===== src/hdl/csl_pkg.sv =====
// Shared constants and types for the strap latch and decode block
package csl_pkg;

  localparam int CSL_PORTS = 6;
  localparam int CSL_MODE_W = 3;
  localparam int CSL_ADDR_W = 4;
  localparam int CSL_DATA_W = 32;

  // Mode strap encodings, one per resistor option
  localparam logic [2:0] CSL_BRIDGE_MASTER_SETTING = 3'h0;
  localparam logic [2:0] CSL_CONFIG_TARGET_SETTING = 3'h1;

  // Register offsets
  localparam logic [3:0] CSL_REG_STRAP = 4'h0;
  localparam logic [3:0] CSL_REG_STATUS = 4'h4;
  localparam logic [3:0] CSL_REG_CTRL = 4'h8;

  // Strap image field positions
  localparam int CSL_STRAP_DPLUS_LSB = 0;
  localparam int CSL_STRAP_DMINUS_LSB = 6;
  localparam int CSL_STRAP_MODE_LSB = 12;

  // Status field positions
  localparam int CSL_ST_VALID_BIT = 0;
  localparam int CSL_ST_MASTER_BIT = 1;
  localparam int CSL_ST_TARGET_BIT = 2;
  localparam int CSL_ST_RSVD_BIT = 3;
  localparam int CSL_ST_PORT_OFF_LSB = 8;

  // Reset values
  localparam logic [5:0] CSL_CTRL_RESET = 6'h00;
  localparam logic [31:0] CSL_RDATA_RESET = 32'h0000_0000;

  typedef struct packed {
    logic [2:0] mode;
    logic [5:0] dminus_port_off_strap;
    logic [5:0] dplus_port_off_strap;
  } csl_strap_t;

  localparam csl_strap_t CSL_STRAP_RESET = '{3'h0, 6'h00, 6'h00};

  typedef struct packed {
    logic bridge_master;
    logic config_target;
    logic reserved;
  } csl_mode_t;

endpackage


===== src/hdl/csl_strap_latch.sv =====
// Strap capture at reset release, hold, decode and register access
// Operation
// - Capture all straps when reset releases
// - Either reset source refreshes the capture; here rstn_i is the only reset, and it alone clears the capture flag
// - Encodings two to seven are reserved
// - First encoding: bridging bus master mode
// - Second encoding: configuration target mode
// - D+ strap one disables, zero enables
// - D- strap one disables, zero enables
// - Port off only when both straps high; here a set software mask bit also turns the port off
// - USB 2.0 off also turns SuperSpeed off
// - Low reset holds hub in reset
//
// Our own choices: the address map and strobed register access.
`timescale 1ns/1ns
module csl_strap_latch
  import csl_pkg::*;
(
  // Clock and reset
  input wire logic clock_i,
  input wire logic rstn_i,
  // Strap pins
  input wire logic [2:0] mode_code_i,
  input wire logic [5:0] dplus_port_off_strap_i,
  input wire logic [5:0] dminus_port_off_strap_i,
  // Register port
  input wire logic [3:0] addr_i,
  input wire logic [31:0] wdata_i,
  input wire logic wr_i,
  input wire logic rd_i,
  output logic [31:0] rdata_o,
  // Decoded configuration
  output logic hub_in_reset_o,
  output logic config_valid_o,
  output logic bridge_master_setting_o,
  output logic config_target_setting_o,
  output logic mode_reserved_o,
  output logic [5:0] dplus_off_o,
  output logic [5:0] dminus_off_o,
  output logic [5:0] usb2_port_off_o,
  output logic [5:0] ss_port_off_o
);

  //////////////////////////////////////////////////////////////////////

  function automatic csl_mode_t decode_mode(input logic [2:0] code);
    csl_mode_t m;
    m.bridge_master = (code == CSL_BRIDGE_MASTER_SETTING);
    m.config_target = (code == CSL_CONFIG_TARGET_SETTING);
    m.reserved = !(m.bridge_master || m.config_target);
    return m;
  endfunction

  //////////////////////////////////////////////////////////////////////

  csl_strap_t pins;
  csl_strap_t pins_sync;
  csl_strap_t latched;
  csl_strap_t next_latched;
  logic captured;
  logic next_captured;
  logic [5:0] sw_port_off;
  logic [5:0] next_sw_port_off;
  logic [31:0] next_rdata;
  // Next values of the registered outputs
  csl_mode_t next_mode;
  logic next_hub_in_reset;
  logic next_config_valid;
  logic next_bridge_master;
  logic next_config_target;
  logic next_mode_reserved;
  logic [5:0] next_dplus_off;
  logic [5:0] next_dminus_off;
  logic [5:0] next_strap_off;
  logic [5:0] next_port_off;

  assign pins.mode = mode_code_i;
  assign pins.dplus_port_off_strap = dplus_port_off_strap_i;
  assign pins.dminus_port_off_strap = dminus_port_off_strap_i;

  csl_sync u_sync (
    .clock_i(clock_i),
    .pins_i(pins),
    .sync_o(pins_sync)
  );

  //////////////////////////////////////////////////////////////////////

  always_comb begin
    next_latched = latched;
    next_captured = captured;
    // any reset clears the capture flag, so it reloads
    if (!captured) begin
      next_latched = pins_sync;
      next_captured = 1'b1;
    end
    // no other path writes the image
  end

  always_ff @(posedge clock_i) begin
    if (!rstn_i) begin
      latched <= CSL_STRAP_RESET;
      captured <= 1'b0;
    end else begin
      latched <= next_latched;
      captured <= next_captured;
    end
  end

  //////////////////////////////////////////////////////////////////////

  // Outputs come from the next state through flops, so they
  // settle on the very edge that captures the straps.
  always_comb begin
    // Codes two to seven match no resistor and count as reserved
    // reserved codes decode to neither mode
    next_mode = decode_mode(next_latched.mode);
    next_config_valid = next_captured;
    next_hub_in_reset = !next_captured;
    next_bridge_master = next_captured && next_mode.bridge_master;
    next_config_target = next_captured && next_mode.config_target;
    next_mode_reserved = next_captured && next_mode.reserved;
  end

  always_ff @(posedge clock_i) begin
    // held reset shows the hub in reset
    if (!rstn_i) begin
      hub_in_reset_o <= 1'b1;
      config_valid_o <= 1'b0;
      bridge_master_setting_o <= 1'b0;
      config_target_setting_o <= 1'b0;
      mode_reserved_o <= 1'b0;
    end else begin
      hub_in_reset_o <= next_hub_in_reset;
      config_valid_o <= next_config_valid;
      bridge_master_setting_o <= next_bridge_master;
      config_target_setting_o <= next_config_target;
      mode_reserved_o <= next_mode_reserved;
    end
  end

  //////////////////////////////////////////////////////////////////////

  always_comb begin
    if (next_captured) begin
      next_dplus_off = next_latched.dplus_port_off_strap;
      next_dminus_off = next_latched.dminus_port_off_strap;
    end else begin
      next_dplus_off = 6'h00;
      next_dminus_off = 6'h00;
    end
    // both straps high needed, port n on bit n-1
    for (int p = 0; p < CSL_PORTS; p++) begin
      next_strap_off[p] = next_dplus_off[p] && next_dminus_off[p];
    end
    // Mask from software adds to the strap disables
    next_port_off = next_strap_off | next_sw_port_off;
    if (!next_captured) begin
      next_port_off = 6'h00;
    end
  end

  always_ff @(posedge clock_i) begin
    // No port reads as off until the straps are in
    if (!rstn_i) begin
      dplus_off_o <= 6'h00;
      dminus_off_o <= 6'h00;
      usb2_port_off_o <= 6'h00;
      ss_port_off_o <= 6'h00;
    end else begin
      dplus_off_o <= next_dplus_off;
      dminus_off_o <= next_dminus_off;
      usb2_port_off_o <= next_port_off;
      ss_port_off_o <= next_port_off;
    end
  end

  //////////////////////////////////////////////////////////////////////

  // Software can only add port disables, never undo a strap
  always_comb begin
    next_sw_port_off = sw_port_off;
    next_rdata = CSL_RDATA_RESET;
    if (wr_i && addr_i == CSL_REG_CTRL) begin
      next_sw_port_off = wdata_i[5:0];
    end
    if (rd_i) begin
      if (addr_i == CSL_REG_STRAP) begin
        next_rdata[CSL_STRAP_DPLUS_LSB +: 6] =
          latched.dplus_port_off_strap;
        next_rdata[CSL_STRAP_DMINUS_LSB +: 6] =
          latched.dminus_port_off_strap;
        next_rdata[CSL_STRAP_MODE_LSB +: 3] = latched.mode;
      end else if (addr_i == CSL_REG_STATUS) begin
        next_rdata[CSL_ST_VALID_BIT] = captured;
        next_rdata[CSL_ST_MASTER_BIT] = bridge_master_setting_o;
        next_rdata[CSL_ST_TARGET_BIT] = config_target_setting_o;
        next_rdata[CSL_ST_RSVD_BIT] = mode_reserved_o;
        next_rdata[CSL_ST_PORT_OFF_LSB +: 6] = usb2_port_off_o;
      end else if (addr_i == CSL_REG_CTRL) begin
        next_rdata[5:0] = sw_port_off;
      end
    end
  end

  always_ff @(posedge clock_i) begin
    if (!rstn_i) begin
      sw_port_off <= CSL_CTRL_RESET;
      rdata_o <= CSL_RDATA_RESET;
    end else begin
      sw_port_off <= next_sw_port_off;
      rdata_o <= next_rdata;
    end
  end

endmodule


===== src/hdl/csl_sync.sv =====
// Two-flop synchroniser for the strap pins
`timescale 1ns/1ns
module csl_sync
  import csl_pkg::*;
(
  // Clock
  input wire logic clock_i,
  // Pin side and synchronised side
  input wire csl_strap_t pins_i,
  output csl_strap_t sync_o
);

  csl_strap_t stage1;
  csl_strap_t stage2;

  // No reset: pins keep settling through reset, so the value is
  // already clean on the first edge after release.
  always_ff @(posedge clock_i) begin
    stage1 <= pins_i;
    stage2 <= stage1;
  end

  assign sync_o = stage2;

endmodule

===== config.mk =====
export PLATFORM = sky130hd
export DESIGN_NAME = csl_strap_latch
export DESIGN_NICKNAME = d
export VERILOG_FILES = /design/src/hdl/csl_pkg.sv /design/src/hdl/csl_strap_latch.sv /design/src/hdl/csl_sync.sv
export SDC_FILE = /design/constraint.sdc
export NUM_CORES = 1
export LEC_CHECK = 0
export BUFFER_PORTS_ARGS = -buffer_cell sky130_fd_sc_hd__buf_2
export CORE_MARGIN = 2
export CORE_UTILIZATION = 24
export CTS_CLUSTER_DIAMETER = 200
export DETAILED_ROUTE_END_ITERATION = 10
export GPL_ROUTABILITY_DRIVEN = 0
export PLACE_DENSITY = 0.56
export SLEW_MARGIN = 20
export SYNTH_ARGS = -nofsm -noshare
export SYNTH_HDL_FRONTEND = slang
export SYNTH_SLANG_ARGS = --single-unit

===== constraint.sdc =====
create_clock -name clock_i -period 3.9 [get_ports clock_i]
set_input_delay 1.17 -clock clock_i [delete_from_list [all_inputs] [get_ports clock_i]]
set_output_delay 1.17 -clock clock_i [all_outputs]
set_load 0.02 [all_outputs]

After elaboration in Yosys (flattened, before gate mapping)
Cells that the tools add are included.
{"block": "totals", "regBits": 94, "inputBits": 55}
{"block": "op_classes", "eq_ne": 3, "muxes": 10, "n_bitwise": 1, "reduce_logical": 13}
{"op": "2-to-1 mux 6 bit", "n": 5}
{"op": "2-to-1 mux 15 bit", "n": 1}
{"op": "logical AND 1 bit", "n": 7}
{"op": "OR 6 bit", "n": 1}
{"op": "equality test 4 x 3 -> 1 bit (second input constant)", "n": 1}
{"op": "equality test 4 bit (second input constant)", "n": 1}
{"op": "zero test 4 bit", "n": 1}
{"op": "2-to-1 mux 4 bit", "n": 1}
{"op": "equality test 3 x 1 -> 1 bit (second input constant)", "n": 1}
{"op": "zero test 3 bit", "n": 1}
{"op": "AND reduction 3 bit", "n": 1}
{"op": "2-to-1 mux 1 bit", "n": 2}
{"op": "2-to-1 mux 2 bit", "n": 1}
{"op": "AND reduction 2 bit", "n": 1}
{"op": "zero test 1 bit", "n": 1}
{"op": "logical OR 1 bit", "n": 1}

Longest topological paths before layout
Gate-level depths: netlist of run 1.
{"block": "depth", "word_depth": 4, "depth_mapped": 5, "ltp_nobuf": 3}

By module
A second synthesis of run 1 with hierarchy kept.
{"block": "unflattened", "hier_cells": 247, "hier_area_um2": 2625.0}
{"mod": "csl_strap_latch", "n_inst": 1, "cells_each": 217, "area_per_inst_um2": 2024.4}
{"mod": "csl_sync", "n_inst": 1, "cells_each": 30, "area_per_inst_um2": 600.6}

Worst setup path before layout of run 1
Ideal clock, no wire load.
{"block": "synth_timing", "path_type": "input-to-reg", "from": "input addr_i[3]", "to": "register rdata_o[0]", "t_arrival_ps": 1977, "required_ps": 3785, "path_slack_ps": 1809, "stages": 3, "path_buffers": 1, "path_cell_list": "buf_4 > or4_4 > o21a_1"}
{"block": "synth_via", "elab_chain_cells": 4, "word_cells_on_any_way": 6}
{"element": "start, declared", "line": "csl_strap_latch.sv:27", "rtl": "input wire logic [3:0] addr_i,"}
{"element": "equality test 4 bit", "line": "csl_strap_latch.sv:200", "rtl": "end else if (addr_i == CSL_REG_CTRL) begin"}
{"element": "2-to-1 mux 6 bit", "line": "csl_strap_latch.sv:200"}
{"element": "2-to-1 mux 4 bit", "line": "csl_strap_latch.sv:194", "rtl": "end else if (addr_i == CSL_REG_STATUS) begin"}
{"element": "2-to-1 mux 6 bit *", "line": "csl_strap_latch.sv:188", "rtl": "if (addr_i == CSL_REG_STRAP) begin"}
{"element": "end signal, assigned", "line": "csl_strap_latch.sv:212", "rtl": "rdata_o <= next_rdata;"}
{"element": "end, declared", "line": "csl_strap_latch.sv:31", "rtl": "output logic [31:0] rdata_o,"}
Every way passes the cells marked *; elsewhere a longest branch is shown, timed or not.
A chain may end at the register's enable or synchronous reset.

Worst setup path in the final report of run 1
{"block": "layout_timing", "from": "input addr_i[0]", "to": "register rdata_o[14]"}
{"block": "layout_via", "elab_chain_cells": 2}
{"element": "zero test 4 bit", "line": "csl_strap_latch.sv:188"}
{"element": "AND reduction 3 bit (no line)"}
No other way between the ends.

==> out/results.ini, run 1 <==
[outcome]
run_status=complete, no violations

[worst_setup_path]
crit_arrival_ns=2.50
worst_setup_path_start_kind=input pin
path_max_fanout=8
r2r_cells=4
r2r_slack_ns=2.49
startpoint=addr_i[0]
path_buf_inv=1
crit_chain=buf_2 -> nand4bb_1 -> nor3_1 -> and2_1
cp_slowest_cell=nor3_1
path_depth=4
rr_endpoint=ss_port_off_o[4]$_SDFF_PN0_
critPathKind=input pin to flop
endpoint=rdata_o[14]$_SDFF_PN0_
cpPeakStageDelay_ns=0.59
cp_top_family=simple AND/OR/NAND/NOR gates
r2r-start=config_valid_o$_DFF_P_
required_ns=4.17
critPathCaptureType=flop

[drt]
drtPass1Iterations=4
wl_met3_um=396
wl_um=5784
antenna_left=0
top_layer=met4
drt-wirelength-per-cell_um=13.27
vias=1697
via_per_inst=3.892
drc=0
wl_met1_um=2603
met2_length_um=2698
drtIter0Drc=56

[synth]
syn-cell-area_um2=2650
netlist_instances=238
async_flop_share=0
synth_seq_area_share=0.5817
syn_avg_cell_area_um2=11.13
netlist.top_cell.by_area=dfxtp_1
synth_top_area_share=0.5817
ys_types=31
ys_top_cells_by_area=dfxtp_1, buf_4, mux2i_1, nor2_1, a31oi_1
yosysWarnings=0
synth_ff_type=dfxtp_1
synth.most_common_cell=dfxtp_1
synth_common_cells=dfxtp_1, buf_4, mux2i_1, nor2_1, a31oi_1
ys_ff_latch=77
synth_edf_count=0

[global_route]
grt_antenna_before_repair=0
grt_pass1_wl_um=8680
grt_pass1_vias=1682
grt_start_max_net_pins=30
grt.overflow.total=0
track_usage=0.1013

[timing]
drv_slew=0
timing.final.crit_period_ns=2.234
rsz0062_at_grt=false
tightest_slew_ns=0.8809
slew_headroom=0.4121
skew_ns=0.009486
setup_viol=0
finalSetupTns_ns=0
fmax_ghz=0.4476
period_share=0.5728
final-hold-violation-count=0

[placement]
port_buffers=72
dp_hpwl_um=4440
dpl_cell_area_um2=2930

[floorplan]
rows=38
die_w_um=109.1
die_height_um=109.1
dieArea_um2=11900
start_util=0.2455
ioPinCount=116
core_area_um2=10790

[power]
internal_power_mw=1.166
worst_ir_drop_vdd_v=0.0001743
power_frac_clock=0.372
powerDensity_nw_per_um2=492.2
leakagePower_nw=1.424
p_sw_mw=0.3682
combinationalPowerShare=0.081
switching_share=0.2399
p_seq_frac=0.547

[clock_network]
ctsLongestPathBuffers=2
cts.sinks=77
path_clk_slew_ns=0.07
cts_made_buffers=9
post_cts_resized=0
clk_latency_ns=0.33
cts_max_level=3
cts_setup_buffers=0
cts_tree=built
cts-root-buf=clkbuf_8
holdBufCountCts=0

[layout]
fillers=1128
fin_nets=348
area_growth_pct=17.66
final_area_um2=3118
final_layout_size_suffix_gt1_frac=0.3345
antennaDiodeCount=0

[run]
drv_cap=0

[hold_path]
hold_path_class=flop to flop

[logic make-up after synthesis]
logic type / count (synthesis) / share of synthesized area
other: 1 / 0.001415
and+or+nand+nor: 52 / 0.1119
buffers and inverters: 51 / 0.1313
muxes: 22 / 0.08310
AOI/OAI and AO/OA: 35 / 0.09065
DFF: 77 / 0.5817
[registers in the layout, indices dropped and copies added (netlist names)]
signal / cells
u_sync.sync_o: 15
config_target_setting_o: 1
bridge_master_setting_o: 1
rdata_o: 15
latched: 3
sw_port_off: 6
dminus_off_o: 6
dplus_off_o: 6
mode_reserved_o: 1
u_sync.stage1: 15
ss_port_off_o: 6
config_valid_o: 1
hub_in_reset_o: 1
[power groups by stage]
stage               Combinational [mW]  Sequential [mW]  Clock [mW]
detailed placement               0.125            0.858           0
CTS                              0.126            0.840       0.592
global route                     0.136            0.843       0.632
global placement                 0.124            0.857           0
floorplan                        0.102            0.859           0
finish                           0.124            0.839       0.571
[worst register-to-register path: stages, from the launching register on]
cell     delay, ns
dfxtp_1       0.34
buf_4         0.33
and2b_2       0.27
a32oi_1       0.20
a31oi_1       0.12
[worst min-delay path by stage]
stage,startpoint,to,cells after the start
global placement,u_sync.stage1[6]$_DFF_P_,u_sync.sync_o[6]$_DFF_P_,0
finish,u_sync.stage1[5]$_DFF_P_,u_sync.sync_o[5]$_DFF_P_,0
detailed placement,u_sync.stage1[0]$_DFF_P_,u_sync.sync_o[0]$_DFF_P_,0
global route,u_sync.stage1[5]$_DFF_P_,u_sync.sync_o[5]$_DFF_P_,0
floorplan,u_sync.stage1[0]$_DFF_P_,u_sync.sync_o[0]$_DFF_P_,0
CTS,u_sync.stage1[5]$_DFF_P_,u_sync.sync_o[5]$_DFF_P_,0
[cell type report]
type,instances,area (um^2),area share
sequential,77,1541,0.4944
timing repair buffer,73,367.9,0.1180
clock buffer,10,137.6,0.04414
clock inverter,4,50.05,0.01605
inverter,6,25.02,0.008026
tap,140,175.2,0.05618
multi-input combinational,126,820.8,0.2632
[metal layers]
| metal | vias up | global-route usage |
|---|---|---|
| met2 | 60 | 0.1557 |
| met3 | 6 | 0.04244 |
| met1 | 765 | 0.1219 |
| met5 | - | 0 |
| met4 | 0 | 0.04853 |
| li1 | 866 | - |
[cell usage in the layout, fill, tap and decap left out]
cell,instances
dfxtp_1,77
buf_2,72
mux2i_1,22
nor2_1,22
conb_1,17
a31oi_1,11
clkbuf_8,10
a21oi_1,8
o21ai_2,6
nand3_1,6
and3_1,5
inv_1,4
nor3_1,4
nand2b_1,4
a221oi_1,4
o21a_1,4
and2_1,3
clkinvlp_4,2
inv_2,1
or4b_4,1
and2b_2,1
a32oi_1,1
nor4b_4,1
inv_4,1
nand4bb_1,1
or2_1,1
or4_4,1
nor3b_1,1
o21ai_0,1
nor2b_1,1
clkinv_2,1
bufinv_16,1
buf_4,1
[per-stage QoR]
step	total power [mW]	cells	util	worst slack (ns)	hold slack, ns
floorplan	0.9612	254	-	1.809	0.3096
global placement	0.9806	422	0.2715	1.276	0.3135
detailed placement	0.9831	422	0.2715	1.316	0.3146
CTS	1.557	436	0.2889	1.651	0.3303
global route	1.611	436	0.2889	1.584	0.3417
finish	1.535	436	0.2889	1.666	0.3237
Power figures use the tool's default switching activity.
==> run 2: changes to the inputs <==
Settings changed: PLACE_DENSITY 0.56 to 0.58.
Clock period 3.9 ns to 1.9 ns, I/O delays scaled along.
==> run 2 against run 1 <==
Final cell count is 1.6% higher. First-iteration DRC count up 30%. Via count increased by 2.1%. Count of clock-buffer cells in the layout is 3 higher. Combinational power grew 110%. Power increased by 110%. Clock skew increased by 0.0045 ns. Wire length down 1.1%. Sequential power grew 110%. Die area is the same. Utilization up 0.80 points. Flip-flop and latch count is the same. Critical path type is now flop to primary output.
==> out/results.ini, run 2 (synthesis results as in run 1) <==
[layout]
final_layout_size_suffix_gt1_frac=0.3465
regArea_um2=1541
most-common-layout-cells=dfxtp_1, buf_2, mux2i_1, nor2_1, conb_1
final_common_cell=dfxtp_1
fillers=1120
area_growth_pct=20.92
fin_nets=353
multiInputGateArea_um2=820.8
antennaDiodeCount=0

[drt]
drtPass1Iterations=4
antenna_left=0
wl_um=5723
drc=0
vias=1732
drtIter0Drc=73
drt-wirelength-per-cell_um=12.92
via_per_inst=3.910

[worst_setup_path]
critPathCaptureType=primary output
r2r-start=config_valid_o$_DFF_P_
cpPeakStageDelay_ns=0.55
required_ns=1.33
cp_top_family=flip-flops
path_max_fanout=7
path_buf_inv=1
critPathKind=flop to primary output
cp_slowest_cell=dfxtp_1
r2r_slack_ns=0.48
worst_setup_path_start_kind=flop
rr_endpoint=ss_port_off_o[4]$_SDFF_PN0_
crit_chain=buf_2
r2r_cells=4
crit_arrival_ns=1.13

[timing]
final-hold-violation-count=0
timing.final.crit_period_ns=1.703
fmax_ghz=0.5872
drv_slew=0
period_share=0.8963
hold_ws_ns=0.3238
skew_ns=0.01402
setup_viol=0
rsz0062_at_grt=false
finalSetupTns_ns=0

[outcome]
run_status=complete, no violations

[clock_network]
path_clk_slew_ns=0.07
holdBufCountCts=0
cts-root-buf=clkbuf_8
cts_max_level=3
cts_tree=built
cts_setup_buffers=0
ctsLongestPathBuffers=2
cts_made_buffers=9
post_cts_resized=0
cts.sinks=77
clk_latency_ns=0.35

[global_route]
grt_pass1_wl_um=8535
grt.overflow.total=0
track_usage=0.09971
grt_antenna_before_repair=0
grt_start_max_net_pins=23
grt_pass1_vias=1671

[hold_path]
worstHoldPathCells=1
worstHoldStart=dminus_port_off_strap_i[4]
hold_path_class=input pin to flop
worstHoldEndpoint=u_sync.stage1[10]$_DFF_P_

[power]
worst_ir_drop_vdd_v=0.0003392
power.total_mw=3.257
leakagePower_nw=1.473
powerDensity_nw_per_um2=1016

[floorplan]
core_area_um2=10790
dieArea_um2=11900
rows=38
start_util=0.2455
ioPinCount=116
die_w_um=109.1
die_height_um=109.1

[placement]
port_buffers=72
dp_hpwl_um=4478

[run]
drv_cap=0

run 2: cell count changes in the layout (fill, tap and decap cells not counted), sizes merged:
cell / change
clkinvlp: -1
clkbuf: +3
buf: +5
run 2: power by group:
part | internal (mW) | switching (mW) | leakage (nW) | total, mW
clock | 0.713 | 0.557 | 0.106 | 1.27
combinational | 0.0981 | 0.166 | 0.731 | 0.264
sequential | 1.68 | 0.0421 | 0.637 | 1.72
total | 2.49 | 0.765 | 1.47 | 3.26
run 2: worst max-delay path by stage:
stage,depth (start not counted),to,slack (ns),startpoint
global placement,4,ss_port_off_o[0]$_SDFF_PN0_,0.18,addr_i[3]
detailed placement,4,ss_port_off_o[5]$_SDFF_PN0_,0.17,addr_i[3]
CTS,1,config_valid_o,0.15,config_valid_o$_DFF_P_
finish,1,config_valid_o,0.20,config_valid_o$_DFF_P_
global route,1,config_valid_o,0.13,config_valid_o$_DFF_P_
floorplan,3,rdata_o[0]$_SDFF_PN0_,0.41,addr_i[3]
run 2: final cells by class:
class | count | share of cell area
Sequential cell | 77 | 0.4811
Clock inverter | 3 | 0.01328
Timing Repair Buffer | 78 | 0.1343
Multi-Input combinational cell | 126 | 0.2562
Inverter | 6 | 0.007809
Tap cell | 140 | 0.05467
Clock buffer | 13 | 0.05271
run 2: per-layer routing:
layer	track usage	vias to the layer above	wire length [um]
met3	0.04363	10	371
met1	0.1172	782	2571
li1	-	876	-
met4	0.05403	0	112
met2	0.1522	64	2668
met5	0	-	0
run 2: stage by stage:
stage | cell area, um^2 | util | cells | setup slack, ns
CTS | 3204 | 0.2969 | 443 | 0.1536
global route | 3204 | 0.2969 | 443 | 0.1288
detailed placement | 2993 | 0.2773 | 427 | 0.1686
global placement | 2993 | 0.2773 | 427 | 0.1786
floorplan | 2710 | - | 254 | 0.4085
finish | 3204 | 0.2969 | 443 | 0.1971
==> run 3: changes to the inputs <==
Settings changed: ABC_AREA from default to 1, CORE_UTILIZATION 24 to 50, PLACE_DENSITY 0.58 to 0.94.
Clock period 1.9 ns to 2.1 ns, I/O delays scaled along.
==> run 3 against run 2 <==
Final area is 4.8% lower. Flip-flop and latch count stayed put. Non-clock buffer count is 5 lower. Die area is 50% lower. Register-to-register slack better by 0.45 ns. Sequential share of layout area is 2.4 points higher. Combinational power is 6% lower. First-iteration DRC count is 37% higher. Count of clock-buffer cells in the layout is 3 lower. Worst setup slack better by 0.34 ns. Critical path depth stayed put. Critical path type unchanged. Critical endpoint is now ss_port_off_o[0].
==> out/results.ini, run 3 <==
[synth]
syn-cell-area_um2=2666
synth.most_common_cell=dfxtp_1
ys_top_cells_by_area=dfxtp_1, buf_4, nand2_1, nand3_1, inv_1
ys_types=24
netlist.top_cell.by_area=dfxtp_1
synth_seq_area_share=0.5781
async_flop_share=0
ys_ff_latch=77
synth_edf_count=0
synth_ff_type=dfxtp_1
syn_avg_cell_area_um2=9.226
netlist_instances=289
synth_top_area_share=0.5781
synth_common_cells=dfxtp_1, nand2_1, buf_4
yosysWarnings=0

[layout]
fillers=479
area_growth_pct=14.41
multiInputGateArea_um2=754.5
final_area_um2=3050
most-common-layout-cells=dfxtp_1, buf_2, nand2_1, nor2_1, inv_1
final_layout_size_suffix_gt1_frac=0.3116
antennaDiodeCount=0
fin_nets=403
final_common_cell=dfxtp_1
regArea_um2=1541

[placement]
dp_hpwl_um=3783
dpl_cell_area_um2=2859
port_buffers=72

[clock_network]
cts_tree=built
path_clk_slew_ns=0.07
cts_max_level=3
cts_setup_buffers=0
cts-root-buf=clkbuf_8
clk_latency_ns=0.35
holdBufCountCts=0
ctsLongestPathBuffers=2
post_cts_resized=0
cts_made_buffers=9
cts.sinks=77

[worst_setup_path]
cp_top_family=flip-flops
required_ns=1.47
crit_arrival_ns=0.93
cpPeakStageDelay_ns=0.39
crit_chain=buf_2
critPathCaptureType=primary output
r2r_slack_ns=0.93
worst_setup_path_start_kind=flop
rr_endpoint=ss_port_off_o[1]$_SDFF_PN0_
path_max_fanout=3
critPathKind=flop to primary output
cp_slowest_cell=dfxtp_1
r2r_cells=5
path_buf_inv=1
r2r-start=config_valid_o$_DFF_P_

[floorplan]
die_w_um=77.03
rows=26
die_height_um=77.03
core_area_um2=5140
start_util=0.5187
dieArea_um2=5933
ioPinCount=116

[drt]
wl_met3_um=315
antenna_left=0
top_layer=met4
drt-wirelength-per-cell_um=11.91
via_per_inst=4.475
wl_um=5040
drc=0
drtIter0Drc=100
vias=1893
met2_length_um=2491
wl_met1_um=2029
drtPass1Iterations=4

[hold_path]
worstHoldPathCells=0
worstHoldStart=u_sync.stage1[7]$_DFF_P_
hold_path_class=flop to flop
worstHoldEndpoint=u_sync.sync_o[7]$_DFF_P_

[power]
power.total_mw=2.864
powerDensity_nw_per_um2=938.8
leakagePower_nw=1.585
worst_ir_drop_vdd_v=0.0005697

[global_route]
grt_pass1_wl_um=7997
grt_pass1_vias=1707
grt.overflow.total=0
track_usage=0.1791
grt_antenna_before_repair=0
grt_start_max_net_pins=19

[timing]
setup_viol=0
drv_slew=0
timing.final.crit_period_ns=1.561
period_share=0.7434
skew_ns=0.01083
fmax_ghz=0.6405
finalSetupTns_ns=0
rsz0062_at_grt=false
final-hold-violation-count=0
hold_ws_ns=0.3288

[run]
drv_cap=0

[outcome]
run_status=complete, no violations

-- run 3: changes by cell type in the layout (fill, tap and decap cells not counted), sizes merged, moves of 6 or more --
cell / before / now
nand2: 0 / 59
o21ai: 7 / 15
nand3: 6 / 21
inv: 6 / 28
nand4: 0 / 6
mux2i: 22 / 0
a31oi: 11 / 0
-- run 3: logic make-up (layout without fill, tap and decap cells) --
family,Yosys count,in the layout,share of synthesized area
flip-flops,77,77,0.5781
AO/OA/AOI/OAI,24,24,0.04786
other,1,17,0.001406
AND/OR/NAND/NOR,118,118,0.2112
buffers and inverters,69,117,0.1614
-- run 3: where the power goes --
part,total [mW],switching [mW],internal [mW]
Combinational,0.249,0.175,0.0738
Clock,1.06,0.515,0.546
Sequential,1.55,0.0289,1.53
Total,2.86,0.718,2.15
-- run 3: worst max path at each step --
stage,from,to,slack (ns),cells past startpoint
CTS,ss_port_off_o[1]$_SDFF_PN0_,usb2_port_off_o[1],0.51,1
detailed placement,addr_i[1],rdata_o[2]$_SDFF_PN0_,0.41,6
global placement,addr_i[1],rdata_o[2]$_SDFF_PN0_,0.45,6
global route,ss_port_off_o[0]$_SDFF_PN0_,ss_port_off_o[0],0.49,1
floorplan,addr_i[1],ss_port_off_o[0]$_SDFF_PN0_,0.80,5
finish,ss_port_off_o[0]$_SDFF_PN0_,ss_port_off_o[0],0.54,1
-- run 3: metrics by stage --
stage,utilization,setup slack (ns),instances
2_1_floorplan,-,0.7994,305
3_3_place_gp,0.5562,0.4492,407
3_5_place_dp,0.5562,0.4067,407
4_1_cts,0.5935,0.5062,423
5_1_grt,0.5935,0.4864,423
6_report,0.5935,0.5388,423
-- run 3: routing by layer --
layer / global-route usage / vias up
li1: - / 968
met1: 0.1946 / 838
met2: 0.2974 / 72
met3: 0.04824 / 15
met4: 0.1357 / 0
met5: 0 / -
-- run 3: final cells by class --
class,instances,area share
inverters,28,0.03527
clock buffers,10,0.04184
clock inverters,6,0.02092
multi-input cells,159,0.2473
flip-flops and latches,77,0.5053
well taps,70,0.02871
repair buffers,73,0.1206
-- run 3: worst register-to-register path: stages, from the launching register on --
cell	delay, ns
dfxtp_1	0.32
buf_4	0.18
inv_2	0.24
o21ai_0	0.17
nand2_1	0.12
nand2_1	0.06
